## src/bvm_pkg.sv

```systemverilog
// Function
// - Converter power enable feeds converter supply and battery divider.
// - Low voltage when code is at or below D9H on 256-step scale.
// - Low-voltage checks run both with system on and system off.
// - After low detection, converter power enable drops and stays low.
// - While off, converter power is applied 8 ms every 10 seconds.
// - About 4 ms after power, chip select asserts on the battery channel.
// - On low detection the backup switch output goes high.
// - Power-on level is low while system on, high while off.
// - While off, auxiliary feed to rail blocked; backup line kept on.
// - Low seen while on shows charge-battery message after termination.
// - ROM-capsule regulator enabled only while the capsule is read.
// - Serial-level regulator enabled only while a serial port is in use.
// - Battery rail near 4.7V or below counts as the low condition.
package bvm_pkg;

    // ------------------------------------------------------------
    // Timing
    // ------------------------------------------------------------
    localparam int CLK_HZ        = 50_000_000;
    localparam int CS_DELAY_MS   = 4;
    localparam int WINDOW_MS     = 8;
    localparam int PERIOD_S      = 10;
    localparam int CS_DELAY_CYC  = CLK_HZ / 1000 * CS_DELAY_MS;
    localparam int WINDOW_CYC    = CLK_HZ / 1000 * WINDOW_MS;
    localparam int PERIOD_CYC    = CLK_HZ * PERIOD_S;
    localparam int SCLK_HALF_CYC = 25;
    localparam int CODE_BITS     = 8;

    // ------------------------------------------------------------
    // Conversion
    // ------------------------------------------------------------
    localparam logic [7:0] LOW_THRESH   = 8'hd9;
    localparam logic [1:0] BATT_CHANNEL = 2'h1;

    // ------------------------------------------------------------
    // Register map
    // ------------------------------------------------------------
    localparam logic [7:0] OFS_CTRL    = 8'h00;
    localparam logic [7:0] OFS_STATUS  = 8'h04;
    localparam logic [7:0] OFS_INT_CLR = 8'h08;
    localparam logic [7:0] OFS_INT_EN  = 8'h0c;
    localparam logic [7:0] OFS_RESULT  = 8'h10;

    localparam int BIT_MEASURE = 4;
    localparam int BIT_REARM   = 5;
    localparam int BIT_TERM    = 6;

    localparam int EV_LOW  = 0;
    localparam int EV_DONE = 1;
    localparam int EV_NUM  = 2;

    typedef struct packed {
        logic ser2Use;
        logic rsUse;
        logic romRead;
        logic sysOn;
    } ctrl_t;

    localparam ctrl_t CTRL_RST = 4'h0;

    typedef struct packed {
        logic       powerEn;
        logic       csN;
        logic       sclk;
        logic [1:0] chanSel;
    } adc_pins_t;

    typedef enum logic [1:0] {
        PH_IDLE   = 2'b00,
        PH_SETTLE = 2'b01,
        PH_READ   = 2'b10,
        PH_HOLD   = 2'b11
    } phase_t;

endpackage

```

## src/battery_voltage_monitor.sv

```systemverilog
// The address-and-strobe port and the register offsets were left to the implementer.
`timescale 1ns/100ps
`default_nettype none

module battery_voltage_monitor #(
    parameter int CS_DELAY_CYCLES = bvm_pkg::CS_DELAY_CYC,
    parameter int WINDOW_CYCLES   = bvm_pkg::WINDOW_CYC,
    parameter int PERIOD_CYCLES   = bvm_pkg::PERIOD_CYC
) (
    // Clock and reset
    input  wire logic              core_clk,
    input  wire logic              nrst,
    // Register port
    input  wire logic [7:0]        regAddr,
    input  wire logic [31:0]       regWdata,
    input  wire logic              regWr,
    input  wire logic              regRd,
    output logic [31:0]            regRdata,
    // Converter
    output bvm_pkg::adc_pins_t     adcPins,
    input  wire logic              adcSdo,
    // Power gating
    output logic                   powerOnLevel,
    output logic                   backupSwitch,
    output logic                   auxToMain,
    output logic                   backupLineEn,
    output logic                   romRegEn,
    output logic                   serRegEn,
    output logic                   chargeMsg,
    // Interrupt
    output logic                   irq
);

    localparam int PW = $clog2(PERIOD_CYCLES + 1);
    localparam int WW = $clog2(WINDOW_CYCLES + CS_DELAY_CYCLES + 1);
    localparam int EN = bvm_pkg::EV_NUM;

    // ------------------------------------------------------------
    // State
    // ------------------------------------------------------------
    typedef struct packed {
        bvm_pkg::ctrl_t  ctrl;
        bvm_pkg::phase_t phase;
        logic [PW-1:0]   period;
        logic [WW-1:0]   win;
        logic            powerEn;
        logic            csN;
        logic            lowLatched;
        logic            lowWhileOn;
        logic            termSeen;
        logic [7:0]      code;
        logic [EN-1:0]   status;
        logic [EN-1:0]   intEn;
        logic [31:0]     rdata;
    } st_t;

    st_t r, n;

    logic       rdStart;
    logic       rdDone;
    logic [7:0] rdData;
    logic       sclk;

    adc_serial_reader #(
        .HALF_CYC (bvm_pkg::SCLK_HALF_CYC),
        .NBITS    (bvm_pkg::CODE_BITS)
    ) u_reader (
        .core_clk (core_clk),
        .nrst     (nrst),
        .start    (rdStart),
        .busy     (),
        .done     (rdDone),
        .data     (rdData),
        .sclk     (sclk),
        .sdo      (adcSdo)
    );

    // ------------------------------------------------------------
    // Next-state logic
    // ------------------------------------------------------------
    logic          tickPeriod;
    logic          measureReq;
    logic          rearmReq;
    logic          isLow;
    logic [EN-1:0] events;
    logic [EN-1:0] clrMask;

    always_comb begin
        n          = r;
        rdStart    = 1'b0;
        events     = '0;
        clrMask    = '0;
        measureReq = 1'b0;
        rearmReq   = 1'b0;
        n.rdata    = 32'h0;

        // Register writes
        if (regWr) begin
            if (regAddr == bvm_pkg::OFS_CTRL) begin
                n.ctrl     = regWdata[3:0];
                measureReq = regWdata[bvm_pkg::BIT_MEASURE];
                rearmReq   = regWdata[bvm_pkg::BIT_REARM];
                if (regWdata[bvm_pkg::BIT_TERM]) begin
                    n.termSeen = 1'b1;
                end
            end else if (regAddr == bvm_pkg::OFS_INT_CLR) begin
                clrMask = regWdata[EN-1:0];
            end else if (regAddr == bvm_pkg::OFS_INT_EN) begin
                n.intEn = regWdata[EN-1:0];
            end
        end

        // Register reads, data valid in the following cycle only
        if (regRd) begin
            if (regAddr == bvm_pkg::OFS_CTRL) begin
                n.rdata = {28'h0, r.ctrl};
            end else if (regAddr == bvm_pkg::OFS_STATUS) begin
                n.rdata = {{(32-EN){1'b0}}, r.status};
            end else if (regAddr == bvm_pkg::OFS_INT_EN) begin
                n.rdata = {{(32-EN){1'b0}}, r.intEn};
            end else if (regAddr == bvm_pkg::OFS_RESULT) begin
                n.rdata = {20'h0, r.termSeen, r.lowWhileOn,
                           r.lowLatched, r.powerEn, r.code};
            end
        end

        // Free-running sample period, in both power states
        tickPeriod = (r.period == PW'(PERIOD_CYCLES - 1));
        n.period   = tickPeriod ? '0 : r.period + 1'b1;

        // Low flag cleared only by an explicit re-arm
        if (rearmReq) begin
            n.lowLatched = 1'b0;
            n.lowWhileOn = 1'b0;
            n.termSeen   = 1'b0;
        end

        // Code at or below threshold means rail near 4.7V or below
        isLow = (rdData <= bvm_pkg::LOW_THRESH);

        case (r.phase)
            bvm_pkg::PH_IDLE: begin
                n.powerEn = 1'b0;
                n.csN     = 1'b1;
                // Sampling continues whether the system is on or off
                if ((tickPeriod || measureReq)
                        && !r.lowLatched) begin
                    n.phase   = bvm_pkg::PH_SETTLE;
                    n.powerEn = 1'b1;
                    n.win     = '0;
                end
            end
            bvm_pkg::PH_SETTLE: begin
                n.win = r.win + 1'b1;
                if (r.win == WW'(CS_DELAY_CYCLES - 1)) begin
                    n.csN   = 1'b0;
                    rdStart = 1'b1;
                    n.phase = bvm_pkg::PH_READ;
                end
            end
            bvm_pkg::PH_READ: begin
                n.win = r.win + 1'b1;
                if (rdDone) begin
                    n.csN     = 1'b1;
                    n.code    = rdData;
                    events[bvm_pkg::EV_DONE] = 1'b1;
                    if (isLow) begin
                        // Stop drawing battery current at once
                        n.powerEn    = 1'b0;
                        n.lowLatched = 1'b1;
                        n.lowWhileOn = r.ctrl.sysOn;
                        n.phase      = bvm_pkg::PH_IDLE;
                        events[bvm_pkg::EV_LOW] = 1'b1;
                    end else begin
                        n.phase = bvm_pkg::PH_HOLD;
                    end
                end
            end
            bvm_pkg::PH_HOLD: begin
                n.win = r.win + 1'b1;
                // A slow read stretches the window rather than cutting it
                if (r.win >= WW'(WINDOW_CYCLES - 1)) begin
                    n.powerEn = 1'b0;
                    n.phase   = bvm_pkg::PH_IDLE;
                end
            end
            default: begin
                n.phase = bvm_pkg::PH_IDLE;
            end
        endcase

        // Hardware set wins over software clear
        n.status = (r.status & ~clrMask) | events;
    end

    always_ff @(posedge core_clk or negedge nrst) begin
        if (!nrst) begin
            r         <= '0;
            r.ctrl    <= bvm_pkg::CTRL_RST;
            r.phase   <= bvm_pkg::PH_IDLE;
            r.csN     <= 1'b1;
        end else begin
            r <= n;
        end
    end

    // ------------------------------------------------------------
    // Outputs
    // ------------------------------------------------------------
    assign regRdata        = r.rdata;
    assign adcPins.powerEn = r.powerEn;
    assign adcPins.csN     = r.csN;
    assign adcPins.sclk    = sclk;
    assign adcPins.chanSel = bvm_pkg::BATT_CHANNEL;

    assign powerOnLevel = ~r.ctrl.sysOn;
    assign backupSwitch = r.lowLatched;
    // Off state: no auxiliary feed to the rail, backup line kept alive
    assign auxToMain    = r.lowLatched & r.ctrl.sysOn;
    assign backupLineEn = 1'b1;
    assign romRegEn     = r.ctrl.romRead;
    assign serRegEn     = r.ctrl.rsUse | r.ctrl.ser2Use;
    assign chargeMsg    = r.lowWhileOn & r.termSeen;
    assign irq          = |(r.status & r.intEn);

endmodule

`default_nettype wire

```

## src/adc_serial_reader.sv

```systemverilog
`timescale 1ns/100ps
`default_nettype none

module adc_serial_reader #(
    parameter int HALF_CYC = bvm_pkg::SCLK_HALF_CYC,
    parameter int NBITS    = bvm_pkg::CODE_BITS
) (
    // Clock and reset
    input  wire logic             core_clk,
    input  wire logic             nrst,
    // Control
    input  wire logic             start,
    output logic                  busy,
    output logic                  done,
    output logic [NBITS-1:0]      data,
    // Converter serial pins
    output logic                  sclk,
    input  wire logic             sdo
);

    localparam int DW = $clog2(HALF_CYC + 1);
    localparam int BW = $clog2(NBITS + 1);

    typedef struct packed {
        logic [2:0]       sync;
        logic             filt;
        logic [DW-1:0]    div;
        logic             sclk;
        logic [BW-1:0]    bits;
        logic [NBITS-1:0] shift;
        logic             busy;
        logic             done;
        logic [NBITS-1:0] data;
    } st_t;

    st_t r, n;

    always_comb begin
        n = r;
        n.done = 1'b0;
        n.sync = {r.sync[1:0], sdo};
        // Pin level only trusted once the last two stages agree
        if (r.sync[1] == r.sync[2]) begin
            n.filt = r.sync[2];
        end
        if (start && !r.busy) begin
            n.busy  = 1'b1;
            n.sclk  = 1'b0;
            n.div   = '0;
            n.bits  = '0;
        end else if (r.busy) begin
            if (r.div == DW'(HALF_CYC - 1)) begin
                n.div  = '0;
                n.sclk = ~r.sclk;
                if (!r.sclk) begin
                    n.shift = {r.shift[NBITS-2:0], r.filt};
                    n.bits  = r.bits + 1'b1;
                end else if (r.bits == BW'(NBITS)) begin
                    n.busy = 1'b0;
                    n.done = 1'b1;
                    n.data = r.shift;
                end
            end else begin
                n.div = r.div + 1'b1;
            end
        end
    end

    always_ff @(posedge core_clk or negedge nrst) begin
        if (!nrst) begin
            r <= '0;
        end else begin
            r <= n;
        end
    end

    assign busy = r.busy;
    assign done = r.done;
    assign data = r.data;
    assign sclk = r.sclk;

endmodule

`default_nettype wire

```

## config.mk

```make
export PLATFORM = sky130hd
export DESIGN_NAME = battery_voltage_monitor
export DESIGN_NICKNAME = d
export VERILOG_FILES = /design/src/bvm_pkg.sv /design/src/battery_voltage_monitor.sv /design/src/adc_serial_reader.sv
export SDC_FILE = /design/constraint.sdc
export NUM_CORES = 1
export LEC_CHECK = 0
export ABC_AREA = 1
export BUFFER_PORTS_ARGS = -buffer_cell sky130_fd_sc_hd__buf_2
export CORE_MARGIN = 2
export CORE_UTILIZATION = 51
export CTS_BUF_LIST = sky130_fd_sc_hd__clkbuf_2
export CTS_CLUSTER_SIZE = 16
export DETAILED_ROUTE_END_ITERATION = 7
export PLACE_DENSITY = 0.72
export SLEW_MARGIN = 20
export SYNTH_ARGS = -nofsm -noshare
export SYNTH_HDL_FRONTEND = slang
export SYNTH_HIERARCHICAL = 1
export SYNTH_SLANG_ARGS = --single-unit
```

## constraint.sdc

```tcl
create_clock -name core_clk -period 1.8 [get_ports core_clk]
set_input_delay 0.09 -clock core_clk [delete_from_list [all_inputs] [get_ports core_clk]]
set_output_delay 0.09 -clock core_clk [all_outputs]
set_load 0.05 [all_outputs]
```

==> run summary, run 1 <==
worst-case clock skew: 0.01821 ns
total power divided by cell area: 621.9 nW/um2
Cell Chain, Critical Path: ha_2 -> nand2_2 -> nor2_4 -> nand2_2 -> nor2_2 -> nand2_2 -> nand2_2 -> nand2_4 -> nand2_4 -> o21ai_0
die area: 13380 um2
largest incremental delay on the critical path: 0.43 ns
share of the cycle needed by the critical path after routing: 0.9436
Synthesis Warnings: 6
synthesized cell area: 6362 um2
synthesis-to-layout area growth: 14.67%
worst reg2reg startpoint: r[69]
max capacitance violation total: 0
number of nets in the layout: 915
PortBufs: 41
arrival time reported for the critical path endpoint: 2.31 ns
detailed-placement wirelength estimate: 9527 um
clock-pin slew reported for the worst setup and hold paths after clock tree synthesis: 0.18 ns
distinct cell type count after synthesis: 45
global-route wire length before repair: 23550 um
Starting DRT DRC Count: 533
Yosys top cell area share: 0.4523
residual DRC count: 0
maximum buffer depth of the clock tree: 2
total clock buffers created by CTS: 17
effective utilization at floorplan: 0.5253
via count of the first global-routing pass: 5126
largest voltage drop on the vdd net: 286.0 uV
area occupied by multi-input gates: 2793 um2
Worst Max-Slew Pin Slew: 0.5474 ns
worst min-delay path category: in -> reg
cell taking the most area after synthesis: sky130_fd_sc_hd__dfrtp_1
synthesized instance count: 778
classification of the worst setup path: reg -> reg
unrepaired setup endpoints after global routing: yes
sum of buffers and inverters on the critical path: 0
Placeable Area: 12110 um2
die extent in x: 115.7 um
number of non-filler instances in the completed layout: 1045
start point of the critical path: r[69]
overall track demand over capacity in global routing: 0.2218
GRT Residual Overflow: 0
clock tree from TritonCTS: built
first drt pass iteration count: 5
final hold vios: 0
vias after detailed routing: 5312
antenna violations before repair: 0
footprint of the flip-flops and latches: 2905 um2
total of endpoints with negative setup slack in the final report: 0
worst-case headroom to the max-slew limit: 0.6337
count of nets left with antenna violations after detail routing: 0
Critical Path Start Type: flip-flop
number of max-slew violations in the final report: 0
final weighted congestion in routability-driven placement: 0.8881
antenna diode count: 0
average vias per placed instance: 5.083
number of placement rows: 40
commonest non-fill, non-tap cells in the layout: sky130_fd_sc_hd__nand2_1, sky130_fd_sc_hd__dfrtp_1, sky130_fd_sc_hd__inv_1, sky130_fd_sc_hd__nor2_1, sky130_fd_sc_hd__nand3_1
post-layout util: 0.6024
clock latency on the worst-skew pair: 0.71 ns
Max H-tree Level: 4
largest delay contributor family on the critical path: simple AND/OR/NAND/NOR gates
post-synthesis average cell area: 8.178 um2
number of clock sinks: 116
die boundary height: 115.7 um
crit end category: flip-flop
crit-path max FO: 9
Hold Path Origin: regAddr[1]
most repeated library cell on the critical path: sky130_fd_sc_hd__nand2_2
status: finished clean
largest net degree at the start of global routing: 49
share of post-route cells with drive strength above 1: 0.1870
count of fill cells added during filler insertion: 1084
WL/cell: 13.39 um
Achievable Freq: 0.5888 GHz
share of the yosys chip area belonging to registers: 0.4564
number of top-level pins: 90
final worst path period need: 1.698 ns
DP Cell Count: 974
post-synthesis register bit count: 116
clock tree root buffer cell: sky130_fd_sc_hd__clkbuf_2
leading cell type in the layout, fill and taps excluded: sky130_fd_sc_hd__nand2_1
cell types with the largest area share after synthesis: sky130_fd_sc_hd__dfrtp_1, sky130_fd_sc_hd__nand2_1, sky130_fd_sc_hd__inv_1
Leak: 3.667 nW
slowest library cell on the worst path: sky130_fd_sc_hd__dfrtp_1
required time of the critical path: 2.42 ns
WL final: 13990 um
-- synth_stat cells (all sizes together) --
cell / instances
a22o: 1
o21ai: 42
nand2: 179
a31oi: 1
clkbuf: 1
a21o: 1
nor3: 24
buf: 53
a211oi: 2
mux2: 7
nor4: 3
conb: 2
dfrtp: 115
a21oi: 10
or2: 1
nand4: 22
dfstp: 1
nand3: 61
xnor2: 6
clkinv: 1
inv: 107
nor3b: 1
nor2: 96
o22ai: 8
o32ai: 1
ha: 6
maj3: 1
xor2: 25
-- layer usage --
layer  vias to the layer above  wire (um)  GRT usage
met3                        28        754    0.05335
met2                       176       6741     0.3606
li1                       2593          -          -
met5                         -          0          0
met4                         0        224    0.08651
met1                      2515       6271     0.2885
-- per-stage QoR --
step / setup WS [ns] / TNS, ns / total power, W / area, um2 / hold slack [ns]
4_1_cts: 0.006884 / 0 / 0.004578 / 7209 / 0.09101
5_1_grt: -0.01535 / -0.01761 / 0.004739 / 7296 / 0.1346
6_report: 0.1015 / 0 / 0.004538 / 7296 / 0.1527
3_3_place_gp: 0.1145 / 0 / 0.002952 / 6626 / -0.04320
3_5_place_dp: 0.05939 / 0 / 0.002957 / 6626 / -0.04273
2_1_floorplan: 0.06640 / 0 / 0.002891 / 6441 / -0.2056
-- cell type report --
class                      count  area share
timing repair buffer          99      0.1043
tap                          168     0.02881
sequential                   116      0.3982
multi-input combinational    522      0.3828
clock inverter                15     0.01869
inverter                     108     0.05557
clock buffer                  17     0.01166
-- flip-flops by register name, indices dropped and copies added, names as in the netlist --
register / count
u_reader/data: 8
u_reader/done: 1
backupSwitch: 1
u_reader/r: 19
adcPins: 2
u_reader/n: 2
romRegEn: 1
u_reader/busy: 1
u_reader/sclk: 1
r: 68
regRdata: 12
-- report_power, final --
part           internal [W]  total [W]  switching (W)
clock network      0.000503    0.00159        0.00108
registers           0.00263    0.00264      0.0000135
logic             0.0000747   0.000310       0.000235
-- worst paths after layout --
check	endpoint	slack (ns)	cells past startpoint
setup reg to reg	r[52]	0.10	10
min in group asynchronous	r[89]	0.44	4
hold / removal	adcPins[4]	0.15	10
max in group asynchronous	adcPins[4]	0.45	4
setup / recovery	r[52]	0.10	10
hold reg to reg	u_reader/n[31]	0.37	0
-- cell families after synthesis --
group / share of synthesized area
mux: 0.01239
buf+inv: 0.1278
compound gates: 0.06588
flops: 0.4564
simple gates: 0.2802
xor+xnor: 0.04267
fa+ha+maj: 0.01337
other cells: 0.001180
-- worst reg2reg max path: cells and delay by family (launching register included) --
family,cells,cell delay (ns)
AND/OR/NAND/NOR,8,0.88
flip-flops,1,0.43
adder cells (fa/ha/maj),1,0.20
AO/OA/AOI/OAI,1,0.10
-- repair_timing --
| item | CTS | global route |
|---|---|---|
| setup buffers | 0 | 2 |
| endpoints found under the hold margin | 162 | 0 |
| pin swaps | 0 | 3 |
| gates resized for setup | 1 | 16 |
| hold buffers | 36 | 0 |
| gates cloned | 0 | 1 |
| setup endpoints to repair | 1 | 26 |
Note: power is estimated with default switching activity, not from simulation.
==> inputs of run 2 (changes only) <==
--- a/config.mk
+++ b/config.mk
@@ -5,14 +5,13 @@
 export SDC_FILE = /design/constraint.sdc
 export NUM_CORES = 1
 export LEC_CHECK = 0
-export ABC_AREA = 1
 export BUFFER_PORTS_ARGS = -buffer_cell sky130_fd_sc_hd__buf_2
 export CORE_MARGIN = 2
 export CORE_UTILIZATION = 51
 export CTS_BUF_LIST = sky130_fd_sc_hd__clkbuf_2
 export CTS_CLUSTER_SIZE = 16
 export DETAILED_ROUTE_END_ITERATION = 7
-export PLACE_DENSITY = 0.72
+export PLACE_DENSITY = 0.73
 export SLEW_MARGIN = 20
 export SYNTH_ARGS = -nofsm -noshare
 export SYNTH_HDL_FRONTEND = slang
==> run summary, run 2 <==
status: complete, but fails checks
violated checks: negative setup slack
maximum buffer depth of the clock tree: 2
number of placement rows: 38
post-synthesis register bit count: 116
Worst Max-Slew Pin Slew: 0.7140 ns
most common cell in the synthesized netlist: sky130_fd_sc_hd__dfrtp_1
cell taking the most area after synthesis: sky130_fd_sc_hd__dfrtp_1
Yosys top cell area share: 0.5048
total power divided by cell area: 788.2 nW/um2
unrepaired setup endpoints after global routing: yes
share of the cycle needed by the critical path after routing: 1.171
global-route wire length before repair: 22130 um
via count of the first global-routing pass: 4573
distinct cell type count after synthesis: 61
Post-synth EDFFs: 0
placement-stage worst setup slack: -0.3659 ns
die extent in x: 109.7 um
final weighted congestion in routability-driven placement: 0.9169
PortBufs: 41
most instantiated cells after synthesis: sky130_fd_sc_hd__dfrtp_1, sky130_fd_sc_hd__nor2_1, sky130_fd_sc_hd__buf_4
combinational fraction of design power: 0.214
number of non-filler instances in the completed layout: 847
max capacitance violation total: 0
Reg2Reg Depth: 5
TNS Setup: -9.823 ns
fraction of registers with async set or reset after synthesis: 1.000
number of top-level pins: 90
Max H-tree Level: 4
final worst path period need: 2.108 ns
die area: 12040 um2
synthesized cell area: 5700 um2
total of endpoints with negative setup slack in the final report: 55
Achievable Freq: 0.4744 GHz
hold path cells: 6
commonest non-fill, non-tap cells in the layout: sky130_fd_sc_hd__dfrtp_1, sky130_fd_sc_hd__buf_4, sky130_fd_sc_hd__buf_2, sky130_fd_sc_hd__nand2_1, sky130_fd_sc_hd__nor2_1
share of post-route cells with drive strength above 1: 0.3932
DP Cell Count: 773
count of nets left with antenna violations after detail routing: 0
clock latency on the worst-skew pair: 0.69 ns
effective utilization at floorplan: 0.5236
Starting DRT DRC Count: 409
final hold vios: 0
worst-case headroom to the max-slew limit: 0.5222
Leak: 3.635 nW
clock tree from TritonCTS: built
synthesis-to-layout area growth: 30.05%
WL final: 14120 um
Synthesis Warnings: 6
overall track demand over capacity in global routing: 0.2430
synthesized instance count: 545
part of the power in registers: 0.491
Main synth FF type: sky130_fd_sc_hd__dfrtp_1
leading cell type in the layout, fill and taps excluded: sky130_fd_sc_hd__dfrtp_1
residual DRC count: 0
clock power share: 0.296
Critical Path Start Type: flip-flop
number of nets in the layout: 746
WL/cell: 16.67 um
total clock buffers created by CTS: 17
detailed-placement wirelength estimate: 8921 um
arrival time reported for the critical path endpoint: 2.69 ns
cell types with the largest area share after synthesis: sky130_fd_sc_hd__dfrtp_1, sky130_fd_sc_hd__buf_4, sky130_fd_sc_hd__mux2_2
average vias per placed instance: 5.550
share of the yosys chip area belonging to registers: 0.5094
Placeable Area: 10890 um2
worst min-delay path category: in -> reg
Hold Worst Slack: 0.1087 ns
required time of the critical path: 2.38 ns
crit-path max FO: 4
crit path setup slack, layout: -0.3079 ns
Cell Int Power: 0.004041 W
number of max-slew violations in the final report: 0
antenna violations before repair: 0
P_sw: 0.001802 W
crit end category: flip-flop
worst-case clock skew: 0.02953 ns
classification of the worst setup path: reg -> reg
largest voltage drop on the vdd net: 615.1 uV
number of clock sinks: 116
switching share of power: 0.3084
antenna diode count: 0
register containing the most flip-flops in the final layout: r
vias after detailed routing: 4701
GRT Residual Overflow: 0
post-route cell area: 7413 um2
first drt pass iteration count: 5
max FFs per register: 68
largest net degree at the start of global routing: 45
post-synthesis average cell area: 10.46 um2
cell area after placement: 6490 um2
die boundary height: 109.7 um
clock tree root buffer cell: sky130_fd_sc_hd__clkbuf_2
clock-pin slew reported for the worst setup and hold paths after clock tree synthesis: 0.17 ns
[run 2: critical path, stage by stage, from the launching register on]
cell and delay [ns]:
sky130_fd_sc_hd__dfrtp_1 0.41, sky130_fd_sc_hd__or4_4 0.55, sky130_fd_sc_hd__nor4_4 0.27, sky130_fd_sc_hd__a32oi_2 0.18
sky130_fd_sc_hd__o21a_2 0.28, sky130_fd_sc_hd__a221o_1 0.34
[run 2: cells by family after synthesis]
| kind of cell | Yosys count | synth area share |
|---|---|---|
| AO/OA/AOI/OAI | 78 | 0.08802 |
| XOR/XNOR | 28 | 0.04302 |
| adder cells (fa/ha/maj) | 7 | 0.01493 |
| buffers and inverters | 73 | 0.08033 |
| flip-flops | 116 | 0.5094 |
| multiplexers | 34 | 0.07134 |
| other | 2 | 0.001317 |
| AND/OR/NAND/NOR | 207 | 0.1916 |
[run 2: metrics by stage]
step,total power (W),utilization
floorplan,0.003478,-
global placement,0.003932,0.5961
detailed placement,0.003966,0.5961
CTS,0.005772,0.6574
global route,0.006145,0.6809
finish,0.005843,0.6809
[run 2: what timing repair did]
item                                    CTS  global route
hold buffers                             23             0
hold endpoints to repair                140             0
endpoints found under the setup margin   61            72
pin swaps                                21            26
gates resized for setup                  32            56
cloned                                    1             0
setup buffers                             7            14
[run 2: layer usage]
layer / part of all wire / global-route usage / wire [um] / up-vias
met5: 0 / 0 / 0 / -
met1: 0.42 / 0.2975 / 5884 / 2355
met4: 0.021 / 0.09313 / 295 / 0
met2: 0.51 / 0.4043 / 7239 / 162
li1: - / - / - / 2155
met3: 0.050 / 0.07291 / 703 / 29
[run 2: cell type report]
class,count,area (um2)
Timing Repair Buffer,169,1335
Tap cell,140,175.2
Sequential cell,116,2905
Inverter,14,52.55
Clock inverter,13,141.4
Multi-Input combinational cell,377,2714
Clock buffer,18,90.09
Fill cell,764,3475
[run 2: path summary, 6_finish.rpt]
kind / startpoint / end / slack [ns]
worst max register to register: r[81] / r[62] / -0.31
min in group asynchronous: nrst / regRdata[7] / 0.47
worst min register to register: u_reader/n[30] / u_reader/n[31] / 0.37
worst min-delay path: regAddr[1] / r[100] / 0.11
max in group asynchronous: nrst / adcPins[3] / 1.03
worst max-delay path: r[81] / r[62] / -0.31
[run 2: power groups by stage]
stage / Combinational [W] / Clock [W] / Sequential [W]
CTS: 0.00115 / 0.00176 / 0.00286
floorplan: 0.000530 / 0 / 0.00295
global route: 0.00137 / 0.00190 / 0.00288
detailed placement: 0.00106 / 0 / 0.00291
finish: 0.00125 / 0.00173 / 0.00287
global placement: 0.00103 / 0 / 0.00290
